===== src/inc/gpc_pkg.sv =====
package gpc_pkg;
  localparam int          GPC_PINS      = 8;
  localparam int          GPC_LAMPS     = 6;
  localparam logic [11:0] GPC_ADDR_DATA = 12'h000;
  localparam logic [11:0] GPC_ADDR_CFG  = 12'h004;
  localparam logic [11:0] GPC_ADDR_IRQ  = 12'h008;
  localparam logic [11:0] GPC_ADDR_LAMP = 12'h00C;
  localparam logic [11:0] GPC_ADDR_SYS  = 12'h010;
  // Field positions inside a word, each field 8 bits wide
  localparam int          GPC_F_LO      = 0;
  localparam int          GPC_F_HI      = 8;
  localparam logic [7:0]  GPC_RST8      = 8'h00;
  // Active level must last over this; 40 ns at 10 ns per cycle
  localparam int          GPC_LVL_NS    = 40;
  localparam int          GPC_CLK_NS    = 10;
  localparam int          GPC_LVL_CYC   = GPC_LVL_NS / GPC_CLK_NS;
endpackage


===== src/hw/gpc_top.sv =====
// The APB slave port and the placing of the registers were decided locally.
`timescale 1ns/1ns
// Overview of operation
// - Eight pins, each input, push-pull or open-drain output, each with interrupt.
// - Reset clears all direction bits; pins start as inputs.
// - Reset clears all per-pin interrupt enables.
// - Reset clears polarity bits; interrupts trigger on low level.
// - Lowest six pins selectable as lamp outputs; reset default from straps.
// - Driver type bit picks push-pull or open-drain for outputs.
// - Open-drain drives low for data 0, releases pin for data 1.
// - Push-pull drives the pin to its data bit.
// - Input pins read back their synchronised pin level.
// - Output pins disable input buffer; pull-up stays on in general mode.
// - Per-pin status bit and enable bit; both needed for enabled interrupt.
// - Enabled statuses combine into one summary request and status bit.
// - Active levels over 40 ns are recognised; sources hold them longer.
// - Polarity set: high level sets the status bit.
// - Polarity clear: low level sets the status bit.
// - Lamp pins disable general input buffer and pull-up.
module gpc_top
  import gpc_pkg::*;
(
  input  wire logic                  pclk,
  input  wire logic                  presetn,
  input  wire logic                  psel,
  input  wire logic                  penable,
  input  wire logic                  pwrite,
  input  wire logic [11:0]           paddr,
  input  wire logic [31:0]           pwdata,
  input  wire logic [3:0]            pstrb,
  output logic      [31:0]           prdata,
  output logic                       pready,
  output logic                       pslverr,
  input  wire logic [GPC_PINS-1:0]   pin_in,
  output logic      [GPC_PINS-1:0]   pin_out,
  output logic      [GPC_PINS-1:0]   pin_oe,
  output logic      [GPC_PINS-1:0]   pin_ibuf_en,
  output logic      [GPC_PINS-1:0]   pin_pullup_en,
  input  wire logic [GPC_LAMPS-1:0]  lamp_enable_straps,
  input  wire logic [GPC_LAMPS-1:0]  lamp_drive,
  output logic                       pin_irq_req
);
  import gpc_pkg::*;

  logic [GPC_PINS-1:0]  pin_direction_bits_ff;
  logic [GPC_PINS-1:0]  pin_level_polarity_bits_ff;
  logic [GPC_PINS-1:0]  pin_driver_type_bits_ff;
  logic [GPC_PINS-1:0]  pin_data_bits_ff;
  logic [GPC_PINS-1:0]  irq_en_ff;
  logic [GPC_PINS-1:0]  irq_sts_ff;
  logic [GPC_LAMPS-1:0] lamp_enable_bits_ff;
  logic                 strap_taken_ff;
  logic [GPC_PINS-1:0]  sync1_ff;
  logic [GPC_PINS-1:0]  sync2_ff;
  logic [GPC_PINS-1:0]  lamp_mask;
  logic [GPC_PINS-1:0]  lamp_drive_pins;
  logic [GPC_PINS-1:0]  active_lvl;
  logic                 wr_acc;
  logic                 rd_acc;
  logic [31:0]          nxt_prdata;
  logic                 addr_ok;

  function automatic logic [7:0] byte_merge(input logic [7:0] old, input logic [7:0] nw, input logic en);
    byte_merge = en ? nw : old;
  endfunction

  // Writes land on the edge that samples pready high, as the master expects
  assign wr_acc    = psel && penable && pwrite && pready;
  assign rd_acc    = psel && penable && !pwrite && !pready;
  assign lamp_mask = {{(GPC_PINS-GPC_LAMPS){1'b0}}, lamp_enable_bits_ff};
  assign lamp_drive_pins = {{(GPC_PINS-GPC_LAMPS){1'b0}}, lamp_drive};
  assign addr_ok   = (paddr == GPC_ADDR_DATA) || (paddr == GPC_ADDR_CFG) || (paddr == GPC_ADDR_IRQ) ||
                     (paddr == GPC_ADDR_LAMP) || (paddr == GPC_ADDR_SYS);

  // Two flops before anything reads the pins
  always_ff @(posedge pclk or negedge presetn) begin
    if (!presetn) begin
      sync1_ff <= GPC_RST8;
      sync2_ff <= GPC_RST8;
    end else begin
      sync1_ff <= pin_in;
      sync2_ff <= sync1_ff;
    end
  end

  // Data, direction word: data in low byte, direction in next byte
  always_ff @(posedge pclk or negedge presetn) begin
    if (!presetn) begin
      pin_direction_bits_ff <= GPC_RST8;
      pin_data_bits_ff      <= GPC_RST8;
    end else if (wr_acc && paddr == GPC_ADDR_DATA) begin
      pin_data_bits_ff      <= byte_merge(pin_data_bits_ff, pwdata[GPC_F_LO +: GPC_PINS], pstrb[0]);
      pin_direction_bits_ff <= byte_merge(pin_direction_bits_ff, pwdata[GPC_F_HI +: GPC_PINS], pstrb[1]);
    end
  end

  always_ff @(posedge pclk or negedge presetn) begin
    if (!presetn) begin
      pin_driver_type_bits_ff    <= GPC_RST8;
      pin_level_polarity_bits_ff <= GPC_RST8;
    end else if (wr_acc && paddr == GPC_ADDR_CFG) begin
      pin_driver_type_bits_ff    <= byte_merge(pin_driver_type_bits_ff, pwdata[GPC_F_LO +: GPC_PINS], pstrb[0]);
      pin_level_polarity_bits_ff <= byte_merge(pin_level_polarity_bits_ff, pwdata[GPC_F_HI +: GPC_PINS], pstrb[1]);
    end
  end

  always_ff @(posedge pclk or negedge presetn) begin
    if (!presetn) begin
      irq_en_ff <= GPC_RST8;
    end else if (wr_acc && paddr == GPC_ADDR_IRQ && pstrb[1]) begin
      irq_en_ff <= pwdata[GPC_F_HI +: GPC_PINS];
    end
  end

  // Strap caught on the first clock after reset release, not in reset
  always_ff @(posedge pclk or negedge presetn) begin
    if (!presetn) begin
      lamp_enable_bits_ff <= {GPC_LAMPS{1'b0}};
      strap_taken_ff      <= 1'b0;
    end else if (!strap_taken_ff) begin
      lamp_enable_bits_ff <= lamp_enable_straps;
      strap_taken_ff      <= 1'b1;
    end else if (wr_acc && paddr == GPC_ADDR_LAMP && pstrb[0]) begin
      lamp_enable_bits_ff <= pwdata[GPC_LAMPS-1:0];
    end
  end

  // Synchroniser plus register adds three cycles (30 ns) of latency, below the 40 ns minimum
  assign active_lvl = ~(sync2_ff ^ pin_level_polarity_bits_ff) & ~lamp_mask;

  always_ff @(posedge pclk or negedge presetn) begin
    if (!presetn) begin
      irq_sts_ff <= GPC_RST8;
    end else begin
      // Set wins over write-one clear
      if (wr_acc && paddr == GPC_ADDR_IRQ && pstrb[0]) begin
        irq_sts_ff <= (irq_sts_ff & ~pwdata[GPC_F_LO +: GPC_PINS]) | active_lvl;
      end else begin
        irq_sts_ff <= irq_sts_ff | active_lvl;
      end
    end
  end

  always_ff @(posedge pclk or negedge presetn) begin
    if (!presetn) begin
      pin_irq_req <= 1'b0;
    end else begin
      pin_irq_req <= |(irq_sts_ff & irq_en_ff);
    end
  end

  // Pin drivers; lamp pins follow the lamp source as push-pull
  always_ff @(posedge pclk or negedge presetn) begin
    if (!presetn) begin
      pin_out       <= GPC_RST8;
      pin_oe        <= GPC_RST8;
      pin_ibuf_en   <= {GPC_PINS{1'b1}};
      pin_pullup_en <= {GPC_PINS{1'b1}};
    end else begin
      for (int i = 0; i < GPC_PINS; i++) begin
        if (lamp_mask[i]) begin
          pin_out[i]       <= lamp_drive_pins[i];
          pin_oe[i]        <= 1'b1;
          pin_ibuf_en[i]   <= 1'b0;
          pin_pullup_en[i] <= 1'b0;
        end else if (pin_direction_bits_ff[i]) begin
          if (pin_driver_type_bits_ff[i]) begin
            pin_out[i] <= pin_data_bits_ff[i];
            pin_oe[i]  <= 1'b1;
          end else begin
            pin_out[i] <= 1'b0;
            pin_oe[i]  <= !pin_data_bits_ff[i];
          end
          pin_ibuf_en[i]   <= 1'b0;
          pin_pullup_en[i] <= 1'b1;
        end else begin
          pin_out[i]       <= 1'b0;
          pin_oe[i]        <= 1'b0;
          pin_ibuf_en[i]   <= 1'b1;
          pin_pullup_en[i] <= 1'b1;
        end
      end
    end
  end

  always_comb begin
    nxt_prdata = 32'h0000_0000;
    unique case (paddr)
      GPC_ADDR_DATA: begin
        for (int i = 0; i < GPC_PINS; i++) begin
          nxt_prdata[GPC_F_LO+i] = pin_direction_bits_ff[i] ? pin_data_bits_ff[i] : sync2_ff[i];
        end
        nxt_prdata[GPC_F_HI +: GPC_PINS] = pin_direction_bits_ff;
      end
      GPC_ADDR_CFG: begin
        nxt_prdata[GPC_F_LO +: GPC_PINS] = pin_driver_type_bits_ff;
        nxt_prdata[GPC_F_HI +: GPC_PINS] = pin_level_polarity_bits_ff;
      end
      GPC_ADDR_IRQ: begin
        nxt_prdata[GPC_F_LO +: GPC_PINS] = irq_sts_ff;
        nxt_prdata[GPC_F_HI +: GPC_PINS] = irq_en_ff;
      end
      GPC_ADDR_LAMP: begin
        nxt_prdata[GPC_LAMPS-1:0] = lamp_enable_bits_ff;
      end
      GPC_ADDR_SYS: begin
        nxt_prdata[0] = pin_irq_req;
      end
      default: begin
        nxt_prdata = 32'h0000_0000;
      end
    endcase
  end

  // One wait state: answer registered in the cycle after access entry
  always_ff @(posedge pclk or negedge presetn) begin
    if (!presetn) begin
      pready  <= 1'b0;
      pslverr <= 1'b0;
      prdata  <= 32'h0000_0000;
    end else begin
      pready  <= psel && penable && !pready;
      pslverr <= psel && penable && !pready && !addr_ok;
      if (rd_acc) begin
        prdata <= nxt_prdata;
      end
    end
  end
endmodule


===== config.mk =====
export PLATFORM = sky130hd
export DESIGN_NAME = gpc_top
export DESIGN_NICKNAME = d
export VERILOG_FILES = /design/src/inc/gpc_pkg.sv /design/src/hw/gpc_top.sv
export SDC_FILE = /design/constraint.sdc
export NUM_CORES = 1
export LEC_CHECK = 0
export CAP_MARGIN = 10
export CORE_MARGIN = 8
export CORE_UTILIZATION = 35
export DETAILED_ROUTE_END_ITERATION = 7
export DONT_BUFFER_PORTS = 1
export PLACE_DENSITY = 0.48
export SKIP_CTS_REPAIR_TIMING = 1
export SYNTH_ARGS = -nofsm -noshare
export SYNTH_HDL_FRONTEND = slang
export SYNTH_SLANG_ARGS = --single-unit

===== constraint.sdc =====
create_clock -name pclk -period 2.1 [get_ports pclk]
set_input_delay 0.315 -clock pclk [delete_from_list [all_inputs] [get_ports pclk]]
set_output_delay 0.315 -clock pclk [all_outputs]
set_load 0.05 [all_outputs]

# After elaboration in Yosys (flattened, before gate mapping)
# Index checks and enable logic that the tools add are counted.
# classes
eq_ne	5
n_mux	78
bitwise_logic	9
n_reduce_logical	35
# ops
operator	count
1-bit two-way mux	72
10-bit one-hot mux with 3 select lines	1
8-bit bitwise AND	3
12-bit by 4-bit equality test with 1-bit output (second input constant)	2
5-bit one-hot mux with 4 select lines	1
8-bit inverter	2
8-bit OR	2
1-bit logical AND	14
12-bit by 3-bit equality test with 1-bit output (second input constant)	1
12-bit by 5-bit equality test with 1-bit output (second input constant)	1
12-bit logical NOT	1
6-bit two-way mux	2
1-bit logical NOT	11
8-bit two-way mux	1
6-bit inverter with 8-bit output	1
2-bit AND reduction	4
8-bit OR reduction	1
8-bit bitwise XOR	1
1-bit one-hot mux with 5 select lines	1
1-bit logical OR	4
2-bit by 1-bit inequality test with 1-bit output (second input constant)	1
# totals
register_bits	120
in_bits	73
output_inout_bits	67
wordCells	145

# Depth between registers and ports, before layout
# depth
depth_word	7
ltp_mapped	7

# Worst setup path after synthesis
# No wires, ideal clock.
# synth_timing
kind	register to register
from	register pready
to	register pin_direction_bits_ff[0]
setup_ps	125
t_arrival_ps	2079
required_time_ps	1975
setup_slack_ps	-105
stages_incl_launch_ff	6
path_buffers	1
synth_period_minus_slack_ps	2205
path_cell_list	dfrtp_1 and4_1 nand4_4 or4_4 buf_6 mux2_4
# synth_via
elab_chain_len	3
# synth_rtl
item	line	text
start: declaration	gpc_top.sv:32	output logic pready,
start signal: assignment	gpc_top.sv:222	pready <= psel && penable && !pready;
1-bit logical AND	gpc_top.sv:68	assign wr_acc = psel && penable && pwrite && pready;
1-bit logical AND	gpc_top.sv:91	end else if (wr_acc && paddr == GPC_ADDR_DATA) begin
2-bit AND reduction (no line)	--	
end signal: assignment	gpc_top.sv:93	pin_direction_bits_ff <= byte_merge(pin_direction_bits_ff, pwdata[GPC_F_HI +: GPC_PINS], pstrb[1]);
end: declaration	gpc_top.sv:45	logic [GPC_PINS-1:0] pin_direction_bits_ff;
# No other way between the ends.
# A chain may end at the register's enable or synchronous reset.

# Final worst setup path
# layout_timing
from	register pready
to	register pin_direction_bits_ff[1]
# Same word-level chain as after synthesis.

==> results.sh <==
export IMPL_outcome="finished, violations left"
export IMPL_violations="negative hold slack"
export IMPL_nets=500
export IMPL_holdWs_ns=-0.405
export IMPL_routedWlPerCell_um=20.4
export IMPL_grt_pass1_vias=3352
export IMPL_synth_flop_cell="dfrtp_1"
export IMPL_synth_warnings=0
export IMPL_timing_rr_end="pin_direction_bits_ff[1]"
export IMPL_drive_gt1_frac=0.273
export IMPL_clk_path_buf_depth=2
export IMPL_r2r_slack_ns=0.15
export IMPL_synth_edf_count=0
export IMPL_skew_ns=0.00899
export IMPL_syn_area_per_cell_um2=12.6
export IMPL_drtPass1Iterations=4
export IMPL_io_pins=140
export IMPL_critPathKind="reg2reg"
export IMPL_htreeDepth=4
export IMPL_via_per_inst=5.06
export IMPL_reg2reg_from="pready"
export IMPL_portBuffers=0
export IMPL_path_max_fanout=8
export IMPL_grt_max_degree=121
export IMPL_reg2reg_depth=4
export IMPL_critPathLaunchType="register"
export IMPL_worstHoldPathType="in2async"
export IMPL_die_x_um=137
export IMPL_synth_top_cell_area_share=0.519
export IMPL_area_growth_pct=17.4
export IMPL_grt_usage=0.143
export IMPL_dieArea_um2=18700
export IMPL_slew_viol_final=0
export IMPL_cts_made_buffers=17
export IMPL_max_freq_mhz=513
export IMPL_netlist_instances=405
export IMPL_grt_overflow=0
export IMPL_cts_root_buf="clkbuf_16"
export IMPL_drcViolationCount=0
export IMPL_start_util=0.354
export IMPL_crit_slowest_cell="or4_4"
export IMPL_rsz0062_at_grt="no"
export IMPL_slowest_delay_ns=0.66
export IMPL_core_area_um2=14400
export IMPL_ys_seq_area_frac=0.591
export IMPL_critPathRequiredTime_ns=2.40
export IMPL_final_common_cell="dfrtp_1"
export IMPL_num_vias=3159
export IMPL_synth_cell_types=46
export IMPL_first_iter_violations=218
export IMPL_power_total_w=0.00588
export IMPL_final_cell_area_um2=6000
export IMPL_fin_crit_ns=1.95
export IMPL_finalCritPeriodShare=0.928
export IMPL_synthArstFlopShare=1.00
export IMPL_ir_drop_uv=597
export IMPL_yosysTopAreaCell="dfrtp_1"
export IMPL_clock_sinks=120
export IMPL_worstPathArrival_ns=2.25
export IMPL_final_antenna_net_count=0
export IMPL_gp_congestion=0.704
export IMPL_powerDensity_nw_per_um2=979
export IMPL_syn_area_um2=5110
export IMPL_die_h_um=137
export IMPL_finalNonFillerCells=624
export IMPL_antenna_found_initial=0
export IMPL_clk_latency_ns=0.42
export IMPL_dpl_instance_area_um2=5300
export IMPL_setup_viol=0
export IMPL_antenna_cells=0
export IMPL_crit_path_cell_trace="and4_1, nand4_4, or4_4, mux2_4"
export IMPL_tns_ns=0
export IMPL_worst_slew_pin_slew_ns=0.608
export IMPL_grt_first_pass_wirelength_mm=19.7
export IMPL_synth_seq_cells=120
export IMPL_placedCellCount=584
export IMPL_final_cell_mix="dfrtp_1 (105), o21ai_0 (40), mux2_2 (37)"
export IMPL_hold_viol=120
export IMPL_post_dp_hpwl_mm=8.72
export IMPL_path_clk_slew_ns=0.06
export IMPL_relSlewSlack=0.595
export IMPL_cts_tree="yes"
export IMPL_max_cap_viol_count=0
export IMPL_drt_total_wl_mm=12.7
export IMPL_synth_area_leaders="dfrtp_1 (52%), mux2_2 (8.1%), dfstp_2 (7.2%)"
export IMPL_critPathCaptureType="register"
export IMPL_num_rows=44
export IMPL_leakage_nw=2.71
==> stage by stage <==
stage / utilization / hold slack, ns / setup slack (ns)
floorplan: - / 0.0194 / 0.0505
global placement: 0.367 / 0.0250 / 0.132
detailed placement: 0.367 / 0.0254 / 0.123
CTS: 0.411 / -0.428 / 0.158
global route: 0.416 / -0.430 / 0.106
finish: 0.416 / -0.405 / 0.152
==> how the worst max path moves through the flow <==
stage               slack [ns]  cells after the start                    endpoint      from
CTS                       0.16                      4    pin_direction_bits_ff[1]    pready
floorplan                 0.05                      5    pin_direction_bits_ff[0]    pready
global placement          0.13                      5  pin_driver_type_bits_ff[6]  paddr[7]
global route              0.11                      4    pin_direction_bits_ff[7]    pready
finish                    0.15                      4    pin_direction_bits_ff[1]    pready
detailed placement        0.12                      5  pin_driver_type_bits_ff[6]  paddr[7]
==> synth_stat cells (all sizes together) (2+ instances only) <==
master	number
mux2	45
nand3	7
dfrtp	106
a31oi	6
a21oi	5
inv	16
nand3b	2
clkbuf	9
nand4	10
o21ai	40
mux2i	10
nor4	2
mux4	5
nor3	4
a211o	2
dfstp	14
o21a	2
nor2	15
buf	25
and4	2
conb	2
a22o	17
nand2b	2
and2	2
nor4b	2
xor2	8
nand2	33
a22oi	4
and3	2
==> state kept, by name, indices dropped and copies added (netlist names), 6 cells and up <==
name                        cells
prdata                         16
pin_data_bits_ff                8
sync1_ff                        8
pin_level_polarity_bits_ff      8
pin_direction_bits_ff           8
irq_sts_ff                      8
pin_out                         8
sync2_ff                        8
irq_en_ff                       8
pin_oe                          8
pin_pullup_en                   6
pin_driver_type_bits_ff         8
lamp_enable_bits_ff             6
pin_ibuf_en                     8
==> worst max-delay path, delay by kind of cell, from the launching register on <==
family           cells  cell delay, ns
multiplexers         1            0.34
AND/OR/NAND/NOR      3            1.14
flip-flops           1            0.35
==> area by class of cell <==
cell class / count / area, µm²
clock buffer: 19 / 453
clock inverter: 13 / 176
fill: 1352 / 8420
inverter: 16 / 60.1
multi-input combinational: 252 / 1890
sequential: 120 / 3020
tap: 184 / 230
timing repair buffer: 20 / 170
==> where the power goes <==
group          switching [W]  internal (W)  total, W
sequential          0.000200       0.00240   0.00260
clock                0.00104       0.00203   0.00307
combinational       0.000130     0.0000696  0.000200
total                0.00137       0.00451   0.00588
==> routing by layer <==
metal	up-vias	track usage	share of wire
met5	-	0	0
met1	1571	0.179	0.44
li1	1452	-	-
met3	20	0.0690	0.099
met2	116	0.206	0.44
met4	0	0.0634	0.020
==> cells by family (layout without fill, tap and decap cells) <==
group / after synthesis / in the layout / share of synthesized area
muxes: 60 / 60 / 0.147
buffers and inverters: 50 / 68 / 0.0524
and+or+nand+nor: 87 / 87 / 0.0994
DFF: 120 / 120 / 0.591
AOI/OAI and AO/OA: 78 / 78 / 0.0957
xor gates and xnor gates: 8 / 8 / 0.0137
other: 2 / 19 / 0.00147
Note: power is estimated with default switching activity, not from simulation.
